===== config.mk =====
export PLATFORM = sky130hd
export DESIGN_NAME = csf_status_regs
export DESIGN_NICKNAME = d
export VERILOG_FILES = /design/src/csf_pkg.sv /design/src/csf_status_regs.sv /design/src/csf_read_port.sv
export VERILOG_INCLUDE_DIRS = /design/src
export SDC_FILE = /design/constraint.sdc
export NUM_CORES = 1
export LEC_CHECK = 0
export ABC_AREA = 0
export ABC_CLOCK_PERIOD_IN_PS = 2300
export BUFFER_PORTS_ARGS = -buffer_cell sky130_fd_sc_hd__buf_4
export CORE_ASPECT_RATIO = 0.6
export CORE_UTILIZATION = 30
export DETAILED_ROUTE_END_ITERATION = 10
export PLACE_DENSITY = 0.67
export SYNTH_ARGS = -nofsm -noshare
export SYNTH_HDL_FRONTEND = slang
export SYNTH_SLANG_ARGS = --single-unit

===== constraint.sdc =====
create_clock -name clk_sys -period 2.3 [get_ports clk_sys]
set_input_delay 0.115 -clock clk_sys [delete_from_list [all_inputs] [get_ports clk_sys]]
set_output_delay 0.115 -clock clk_sys [all_outputs]
set_load 0.02 [all_outputs]

===== src/csf_status_cfg.svh =====
`ifndef CSF_STATUS_CFG_SVH
`define CSF_STATUS_CFG_SVH

// Register offsets on the register access port.
`define CSF_OFS_CHARGER_STATUS_THREE 8'h1E
`define CSF_OFS_THERMISTOR_ZONE      8'h1F
`define CSF_OFS_FAULT_STATUS_ZERO    8'h20

// Reset value of all three status registers.
`define CSF_RESET_VALUE 8'h00

// Read data returned for a clean read of an unmapped address.
`define CSF_EMPTY_DATA 8'h00

// Field positions of the first status register.
`define CSF_S3_PAIR2_BIT     7
`define CSF_S3_PAIR1_BIT     6
`define CSF_S3_ADC_DONE_BIT  5
`define CSF_S3_MIN_SYS_BIT   4
`define CSF_S3_FAST_TMR_BIT  3
`define CSF_S3_TRICKLE_BIT   2
`define CSF_S3_PRECHG_BIT    1
`define CSF_S3_RSVD_MASK     8'h01

// Field positions of the thermistor zone register.
`define CSF_TZ_COLD_BIT      3
`define CSF_TZ_COOL_BIT      2
`define CSF_TZ_WARM_BIT      1
`define CSF_TZ_HOT_BIT       0
`define CSF_TZ_RSVD_MASK     8'hF0

// Field positions of the first fault status register.
`define CSF_F0_DIS_REG_BIT   7
`define CSF_F0_BUS_OV_BIT    6
`define CSF_F0_BAT_OV_BIT    5
`define CSF_F0_BUS_OC_BIT    4
`define CSF_F0_BAT_OC_BIT    3
`define CSF_F0_CONV_OC_BIT   2
`define CSF_F0_ALT2_OV_BIT   1
`define CSF_F0_ALT1_OV_BIT   0

`endif


===== src/csf_pkg.sv =====
`default_nettype none
`include "csf_status_cfg.svh"

package csf_pkg;

   // One-hot selection of the register addressed by an access.
   typedef enum logic [3:0] {
      CSF_SEL_NONE   = 4'h1,
      CSF_SEL_STATUS = 4'h2,
      CSF_SEL_ZONE   = 4'h4,
      CSF_SEL_FAULT  = 4'h8
   } csf_sel_t;

   // Maps a register address to the register it selects.
   function automatic csf_sel_t csf_decode(input logic [7:0] addr);
      case (addr)
         `CSF_OFS_CHARGER_STATUS_THREE: csf_decode = CSF_SEL_STATUS;
         `CSF_OFS_THERMISTOR_ZONE:      csf_decode = CSF_SEL_ZONE;
         `CSF_OFS_FAULT_STATUS_ZERO:    csf_decode = CSF_SEL_FAULT;
         default:                       csf_decode = CSF_SEL_NONE;
      endcase
   endfunction : csf_decode

endpackage : csf_pkg
`default_nettype wire


===== src/csf_status_regs.sv =====
`timescale 1ns/10ps
`default_nettype none
`include "csf_status_cfg.svh"

// Operation
// - Bit 7 shows second blocking pair fitted.
// - Bit 6 shows first blocking pair fitted.
// - Bit 5 shows one-shot conversion complete.
// - Bit 4 shows forward minimum system regulation.
// - Bit 3 shows fast charge timer expired.
// - Bit 2 shows trickle timer expired.
// - Bit 1 shows pre-charge timer expired.
// - Zone bit 3 shows cold zone.
// - Zone bit 2 shows cool zone.
// - Zone bit 1 shows warm zone.
// - Zone bit 0 shows hot zone.
// - Fault bit 7 shows discharge current regulation.
// - Fault bit 6 shows input bus overvoltage.
// - Fault bit 5 shows battery overvoltage.
// - Fault bit 4 shows input bus overcurrent.
// - Fault bit 3 shows battery overcurrent.
// - Fault bit 2 shows converter overcurrent.
// - Fault bit 1 shows second alternate input overvoltage.
// - All three registers read-only, reset zero.
// - Fault bit 0 shows first alternate input overvoltage.
module csf_status_regs (
   input  wire logic       clk_sys,
   input  wire logic       rst_n,
   // Register access port behind the serial host interface.
   input  wire logic       reg_rd_en,
   input  wire logic       reg_wr_en,
   input  wire logic [7:0] reg_addr,
   output var  logic [7:0] reg_rd_data_q,
   output var  logic       reg_ack_q,
   output var  logic       reg_err_q,
   // Live conditions for the first status register.
   input  wire logic       input2_blocking_pair_fitted,
   input  wire logic       input1_blocking_pair_fitted,
   input  wire logic       adc_one_shot_mode,
   input  wire logic       adc_conversion_complete,
   input  wire logic       converter_forward_mode,
   input  wire logic       min_system_regulation_active,
   input  wire logic       fast_charge_timer_expired,
   input  wire logic       trickle_timer_expired,
   input  wire logic       precharge_timer_expired,
   // Live thermistor zone conditions.
   input  wire logic       thermistor_cold_zone,
   input  wire logic       thermistor_cool_zone,
   input  wire logic       thermistor_warm_zone,
   input  wire logic       thermistor_hot_zone,
   // Live fault and regulation conditions.
   input  wire logic       discharge_current_regulating,
   input  wire logic       input_bus_overvoltage,
   input  wire logic       battery_overvoltage,
   input  wire logic       input_bus_overcurrent,
   input  wire logic       battery_overcurrent,
   input  wire logic       converter_overcurrent,
   input  wire logic       alt_input2_overvoltage,
   input  wire logic       alt_input1_overvoltage,
   // Register images, offered for observation on the status outputs.
   output var  logic [7:0] charger_status_three_q,
   output var  logic [7:0] thermistor_zone_status_q,
   output var  logic [7:0] fault_status_zero_q
);

   // Next value of the first status register.
   logic [7:0] charger_status_three_d;
   // Next value of the thermistor zone register.
   logic [7:0] thermistor_zone_status_d;
   // Next value of the first fault status register.
   logic [7:0] fault_status_zero_d;

   // Assemble the first status register from live conditions.
   always_comb begin
      // Start from zero so the reserved bit stays clear.
      charger_status_three_d = `CSF_RESET_VALUE;
      charger_status_three_d[`CSF_S3_PAIR2_BIT] = input2_blocking_pair_fitted;
      charger_status_three_d[`CSF_S3_PAIR1_BIT] = input1_blocking_pair_fitted;
      // Completion only counts while the converter is in one-shot mode.
      charger_status_three_d[`CSF_S3_ADC_DONE_BIT] = adc_one_shot_mode & adc_conversion_complete;
      // Minimum system regulation is reported in forward mode only.
      charger_status_three_d[`CSF_S3_MIN_SYS_BIT] = converter_forward_mode & min_system_regulation_active;
      charger_status_three_d[`CSF_S3_FAST_TMR_BIT] = fast_charge_timer_expired;
      charger_status_three_d[`CSF_S3_TRICKLE_BIT] = trickle_timer_expired;
      charger_status_three_d[`CSF_S3_PRECHG_BIT] = precharge_timer_expired;
   end

   // Assemble the thermistor zone register from live zone flags.
   always_comb begin
      // The upper nibble is reserved and stays clear.
      thermistor_zone_status_d = `CSF_RESET_VALUE;
      thermistor_zone_status_d[`CSF_TZ_COLD_BIT] = thermistor_cold_zone;
      thermistor_zone_status_d[`CSF_TZ_COOL_BIT] = thermistor_cool_zone;
      thermistor_zone_status_d[`CSF_TZ_WARM_BIT] = thermistor_warm_zone;
      thermistor_zone_status_d[`CSF_TZ_HOT_BIT]  = thermistor_hot_zone;
   end

   // Assemble the first fault status register from live fault flags.
   always_comb begin
      fault_status_zero_d = `CSF_RESET_VALUE;
      fault_status_zero_d[`CSF_F0_DIS_REG_BIT] = discharge_current_regulating;
      fault_status_zero_d[`CSF_F0_BUS_OV_BIT]  = input_bus_overvoltage;
      fault_status_zero_d[`CSF_F0_BAT_OV_BIT]  = battery_overvoltage;
      fault_status_zero_d[`CSF_F0_BUS_OC_BIT]  = input_bus_overcurrent;
      fault_status_zero_d[`CSF_F0_BAT_OC_BIT]  = battery_overcurrent;
      fault_status_zero_d[`CSF_F0_CONV_OC_BIT] = converter_overcurrent;
      fault_status_zero_d[`CSF_F0_ALT2_OV_BIT] = alt_input2_overvoltage;
      fault_status_zero_d[`CSF_F0_ALT1_OV_BIT] = alt_input1_overvoltage;
   end

   // The first status register samples its conditions every cycle.
   // Nothing is latched: a bit falls at the first clock edge after its condition does.
   always_ff @(posedge clk_sys) begin
      if (!rst_n) begin
         charger_status_three_q <= `CSF_RESET_VALUE;
      end else begin
         charger_status_three_q <= charger_status_three_d;
      end
   end

   // The thermistor zone register samples its zones every cycle.
   always_ff @(posedge clk_sys) begin
      if (!rst_n) begin
         thermistor_zone_status_q <= `CSF_RESET_VALUE;
      end else begin
         thermistor_zone_status_q <= thermistor_zone_status_d;
      end
   end

   // The fault status register samples its faults every cycle.
   always_ff @(posedge clk_sys) begin
      if (!rst_n) begin
         fault_status_zero_q <= `CSF_RESET_VALUE;
      end else begin
         fault_status_zero_q <= fault_status_zero_d;
      end
   end

   // Access port: reads copy a register out, writes are refused.
   // The registers have no write path, so a write cannot alter them.
   csf_read_port u_read_port (
      .clk_sys       (clk_sys),
      .rst_n         (rst_n),
      .reg_rd_en     (reg_rd_en),
      .reg_wr_en     (reg_wr_en),
      .reg_addr      (reg_addr),
      .status_three  (charger_status_three_q),
      .zone_status   (thermistor_zone_status_q),
      .fault_zero    (fault_status_zero_q),
      .reg_rd_data_q (reg_rd_data_q),
      .reg_ack_q     (reg_ack_q),
      .reg_err_q     (reg_err_q)
   );
endmodule : csf_status_regs
`default_nettype wire


===== src/csf_read_port.sv =====
`timescale 1ns/10ps
`default_nettype none
`include "csf_status_cfg.svh"

// Answers register accesses one cycle after they are presented.
module csf_read_port (
   input  wire logic       clk_sys,
   input  wire logic       rst_n,
   input  wire logic       reg_rd_en,
   input  wire logic       reg_wr_en,
   input  wire logic [7:0] reg_addr,
   input  wire logic [7:0] status_three,
   input  wire logic [7:0] zone_status,
   input  wire logic [7:0] fault_zero,
   output var  logic [7:0] reg_rd_data_q,
   output var  logic       reg_ack_q,
   output var  logic       reg_err_q
);

   // Register selected by the address of the current access.
   csf_pkg::csf_sel_t sel;

   // The decode is shared by the data select and the error check.
   assign sel = csf_pkg::csf_decode(reg_addr);

   // Read data is loaded on a clean read and held until the next one.
   always_ff @(posedge clk_sys) begin
      if (!rst_n) begin
         reg_rd_data_q <= `CSF_RESET_VALUE;
      end else if (reg_rd_en && !reg_wr_en) begin
         // Reading only copies a value, it never changes one.
         unique case (sel)
            csf_pkg::CSF_SEL_STATUS: reg_rd_data_q <= status_three;
            csf_pkg::CSF_SEL_ZONE:   reg_rd_data_q <= zone_status;
            csf_pkg::CSF_SEL_FAULT:  reg_rd_data_q <= fault_zero;
            csf_pkg::CSF_SEL_NONE:   reg_rd_data_q <= `CSF_EMPTY_DATA;
         endcase
      end
   end

   // Every access is acknowledged for exactly one cycle.
   always_ff @(posedge clk_sys) begin
      if (!rst_n) begin
         reg_ack_q <= 1'b0;
      end else begin
         reg_ack_q <= reg_rd_en | reg_wr_en;
      end
   end

   // Writes are refused and unmapped addresses flagged.
   always_ff @(posedge clk_sys) begin
      if (!rst_n) begin
         reg_err_q <= 1'b0;
      end else begin
         reg_err_q <= reg_wr_en | (reg_rd_en && sel == csf_pkg::CSF_SEL_NONE);
      end
   end

endmodule : csf_read_port
`default_nettype wire


Word level (Yosys, flattened, before mapping)
Cells that the tools add are included.
Widths: inputs -> output; s select.
{"block": "word_totals", "regBits": 34, "out_inout_bits": 34, "word_cells": 24, "input_bits": 33}
{"block": "op_classes", "muxes": 2, "eq_ne": 7, "reduce_logical": 3, "n_bitwise": 4}
{"operator": "$pmux 8 s4", "n": 1}
{"operator": "$eq 8x5->1 const B", "n": 2}
{"operator": "$pmux 4 s3", "n": 1}
{"operator": "$eq 8x6->1 const B", "n": 1}
{"operator": "$eq 4x1->1 const B", "n": 1}
{"operator": "$eq 4x2->1 const B", "n": 1}
{"operator": "$eq 4x3->1 const B", "n": 1}
{"operator": "$eq 4x4->1 const B", "n": 1}
{"operator": "$and 1x1->1", "n": 2}
{"operator": "$logic_and 1x1->1", "n": 2}
{"operator": "$or 1x1->1", "n": 2}
{"operator": "$logic_not 1->1", "n": 1}

Longest topological paths before layout
{"block": "depth", "word_depth": 5, "mapped_depth": 5, "mapped_depth_nobuf": 4}

Cells and area by module
Synthesis repeated with hierarchy kept, for this count alone.
{"block": "hier_totals", "hier_cells": 104, "hier_area_um2": 1116.1}
{"mod": "csf_status_regs", "seq_area_each_um2": 380.4, "area_each_um2": 570.5, "instances": 1, "cells_per_inst": 45}
{"mod": "csf_read_port", "seq_area_each_um2": 200.2, "area_each_um2": 545.5, "instances": 1, "cells_per_inst": 59}

Worst setup path before layout
Ideal clock, no wire load.
{"block": "synth_path", "path_type": "input-to-reg", "start": "in reg_addr[4]", "end": "reg u_read_port.reg_err_q", "n_path_buf": 1, "t_arrival_ps": 981, "stages": 5, "required_ps": 2185, "setup_ps": 115, "slack_ps": 1204, "path_cell_list": "nor4_1 and4b_1 buf_4 and3b_1 o21a_1"}
{"block": "synth_via", "elab_chain_cells": 5, "word_cells_on_any_way": 7, "classes_between": "4 x eq/ne; 1 x mux; 1 x bitwise; 1 x reduce/logical"}
{"element": "start, declared", "line_no": "csf_status_regs.sv:32", "rtl": "input wire logic [7:0] reg_addr,"}
{"element": "$eq 8x6->1 / $eq 8x5->1 (equally long branches)", "line_no": "csf_pkg.sv:16", "rtl": "case (addr)"}
{"element": "$pmux 4 s3 *", "line_no": "csf_pkg.sv:16"}
{"element": "$eq 4x1->1 *", "line_no": "csf_read_port.sv:55", "rtl": "reg_err_q <= reg_wr_en | (reg_rd_en && sel == csf_pkg::CSF_SEL_NONE);"}
{"element": "$logic_and 1x1->1 *", "line_no": "csf_read_port.sv:55"}
{"element": "$or 1x1->1 *", "line_no": "csf_read_port.sv:55"}
{"element": "end signal, assigned", "line_no": "csf_read_port.sv:55"}
{"element": "end, declared", "line_no": "csf_read_port.sv:17", "rtl": "output var logic reg_err_q"}
Mark *: on every way between the ends. The rest lies on a longest branch, timed or not.
A chain may end at the register's enable or synchronous reset.

Final worst setup path
{"block": "layout_path", "start": "in reg_addr[7]", "end": "reg u_read_port.reg_err_q"}
Same word-level chain as after synthesis.

==> qor.csv <==
metric,value,unit
power per cell area,664,mW/mm²
RSZ-0062 raised after global routing,no,
final setup margin,1.17,ns
Max IR drop VDD,0.000393,V
# H-tree levels,2,
io pins,67,
Worst R2R Path Depth,3,
cts repair resizes,0,
Multi-input gate area,465,µm²
pin count of the biggest net entering global routing,34,
die height,48.8,µm
"Clk pin slew, worst setup/hold paths",0.06,ns
Num CTS Buffers,5,
Synth Register Bits,29,
Post-synth EDFFs,0,
Critical Path End Type,register,
status,finished clean,
cell taking the most area after synthesis,dfxtp_1,
drt first-iter violations,18,
post-synthesis to final-layout area growth,49.9,%
routed wire length per instance,13.7,µm
Fin. Hold Viols,0,
Storage cell area,581,µm²
Synth Flop Type,dfxtp_1,
crit-path max FO,7,
fin crit share,49.1,%
dpl hpwl,2260,µm
area share of the largest cell type after synthesis,53.0,%
Remaining DRCs,0,
grt ovf,0,
Synth Cell Area,0.00110,mm²
Initial Utilization,32.6,%
CTS Sinks,29,
Fill cells,336,
First-pass DRT Iterations,4,
Hold EP,fault_status_zero_q[0]$_SDFF_PN0_,
vias in the first global route,1016,
global-route wire length before repair,4710,µm
overall routing resource usage,16.2,%
CTS tree,yes,
Hold Startpoint,alt_input1_overvoltage,
class of the worst hold path,primary input to register,
final setup violation count,0,
# nets final,199,
Tmin final,1.13,ns
"top cells by area, synth","dfxtp_1 (53%), and2_1 (9.7%), buf_4 (4.1%), a221oi_1 (3.2%), nand2_1 (3.1%)",
number of library cell types mapped by synthesis,26,
GP Congestion,0.722,
CTS Hold Bufs,0,
total core area,0.00336,mm²
Leak,0.770,nW
Async SR Flop Fraction,0,%
Buffers on Ports,61,
Mapped Cells,105,
Die X,80.0,µm
Post-CTS Setup Bufs,0,
proportion of layout cells with a drive suffix above 1,43.1,%
setup slack at placement,0.907,ns
worst path required time,2.46,ns
syn_area_per_cell,10.4,µm²
Post-synth top cells,"dfxtp_1 (29), and2_1 (17), nand2_1 (9)",
Hold Path Stages,2,
WP data arrival,1.29,ns
total inserted antenna cells,0,
cell with the most instances after synthesis,dfxtp_1,
vias per std cell,4.61,
R2R Setup Slk,1.43,ns
DR vias,978,
die area,0.00391,mm²
Yosys warning count,0,
number of core rows,16,
final slew viol count,0,
initial antenna violation count,0,
Layout Skew,0.00314,ns
Max Buffers Root-to-Sink,2,
Fin Setup TNS,0,ns
FF-to-FF Start,thermistor_zone_status_q[3]$_SDFF_PN0_,
fmax,885,MHz
critical path launch point type,primary input,
register area share after synthesis,53.0,%
Max-Cap Viols,0,
antenna-violating nets left,0,
root buf cell,clkbuf_8,
Worst R2R End,u_read_port.reg_rd_data_q[3]$_SDFFE_PN0P_,
"Clk Latency, worst-skew pair",0.27,ns
critical path class,primary input to register,
final WL,2900,µm
==> stage by stage <==
stage	util, %	total power, mW	instance area, µm²	instances	hold WS [ns]
2_1_floorplan	-	0.628	1110	109	0.225
3_5_place_dp	46.4	0.715	1560	204	0.328
5_1_grt	48.8	1.15	1640	212	0.0402
6_report	48.8	1.09	1640	212	0.0506
4_1_cts	48.8	1.10	1640	212	0.0459
3_3_place_gp	46.4	0.710	1560	204	0.322
==> report_power, final <==
part	switching, mW	internal (mW)	total [mW]
combinational	0.0811	0.0817	0.163
clock	0.178	0.209	0.387
sequential	0.0135	0.527	0.540
total	0.273	0.817	1.09
==> kinds of logic (layout without fill, tap and decap cells) <==
family,count (synthesis),in the layout,share of synthesized area [%]
mux,3,3,2.74
other cells,1,5,0.342
compound gates,18,18,13.8
flops,29,29,53.0
simple gates,43,43,24.2
buf+inv,11,69,5.93
==> critical path, cell delays in order <==
cell	delay [ns]
buf_4	0.12
nor4_1	0.26
and4b_1	0.41
and3b_1	0.22
o21a_1	0.16
==> flip-flops by register name, indices dropped and copies added, names as in the netlist <==
signal	count
charger_status_three_q	7
fault_status_zero_q	8
thermistor_zone_status_q	4
u_read_port.reg_ack_q	1
u_read_port.reg_err_q	1
u_read_port.reg_rd_data_q	8
==> routing by layer <==
metal | up-vias | track usage [%] | part of all wire, %
met2 | 62 | 24.4 | 43
met1 | 440 | 20.4 | 44
met4 | 0 | 5.95 | 1.1
li1 | 472 | - | -
met3 | 4 | 7.48 | 12
met5 | - | 0 | 0
==> how the worst max path moves through the flow <==
stage / slack [ns] / cells after the start / start / end
after floorplan: 1.20 / 5 / reg_addr[4] / u_read_port.reg_err_q$_SDFF_PN0_
after global placement: 0.97 / 5 / reg_addr[4] / u_read_port.reg_err_q$_SDFF_PN0_
after detailed placement: 0.91 / 5 / reg_addr[7] / u_read_port.reg_err_q$_SDFF_PN0_
after CTS: 1.19 / 5 / reg_addr[7] / u_read_port.reg_err_q$_SDFF_PN0_
after global routing: 1.09 / 5 / reg_addr[7] / u_read_port.reg_rd_data_q[0]$_SDFFE_PN0P_
final: 1.17 / 5 / reg_addr[7] / u_read_port.reg_err_q$_SDFF_PN0_
==> cell usage in the layout (no fill, tap or decap) <==
cell type,Yosys,routed
mux2i_1,3,3
and3b_1,1,1
buf_4,6,61
o31ai_1,3,3
nand2b_1,1,1
o2bb2a_4,1,1
clkbuf_8,0,5
and3_1,2,2
nor2_1,5,5
dfxtp_1,29,29
and4_1,1,1
nand3_1,1,1
o31ai_2,1,1
conb_1,1,5
clkbuf_1,4,1
clkinv_2,0,2
nor2b_1,2,2
o21a_1,2,2
nand4_2,1,1
and4b_1,1,1
and2_1,17,17
nor4_1,1,1
o21ai_0,4,4
a221oi_1,4,4
nor4b_4,1,1
o2bb2ai_1,3,3
nand2_1,9,9
==> final cells by class <==
class | count | share of cell area (%)
clock buffers | 6 | 4.42
clock inverters | 2 | 0.609
multi-input cells | 69 | 28.3
flip-flops and latches | 29 | 35.3
well taps | 45 | 3.43
repair buffers | 61 | 27.9
Power figures use the tool's default switching activity.
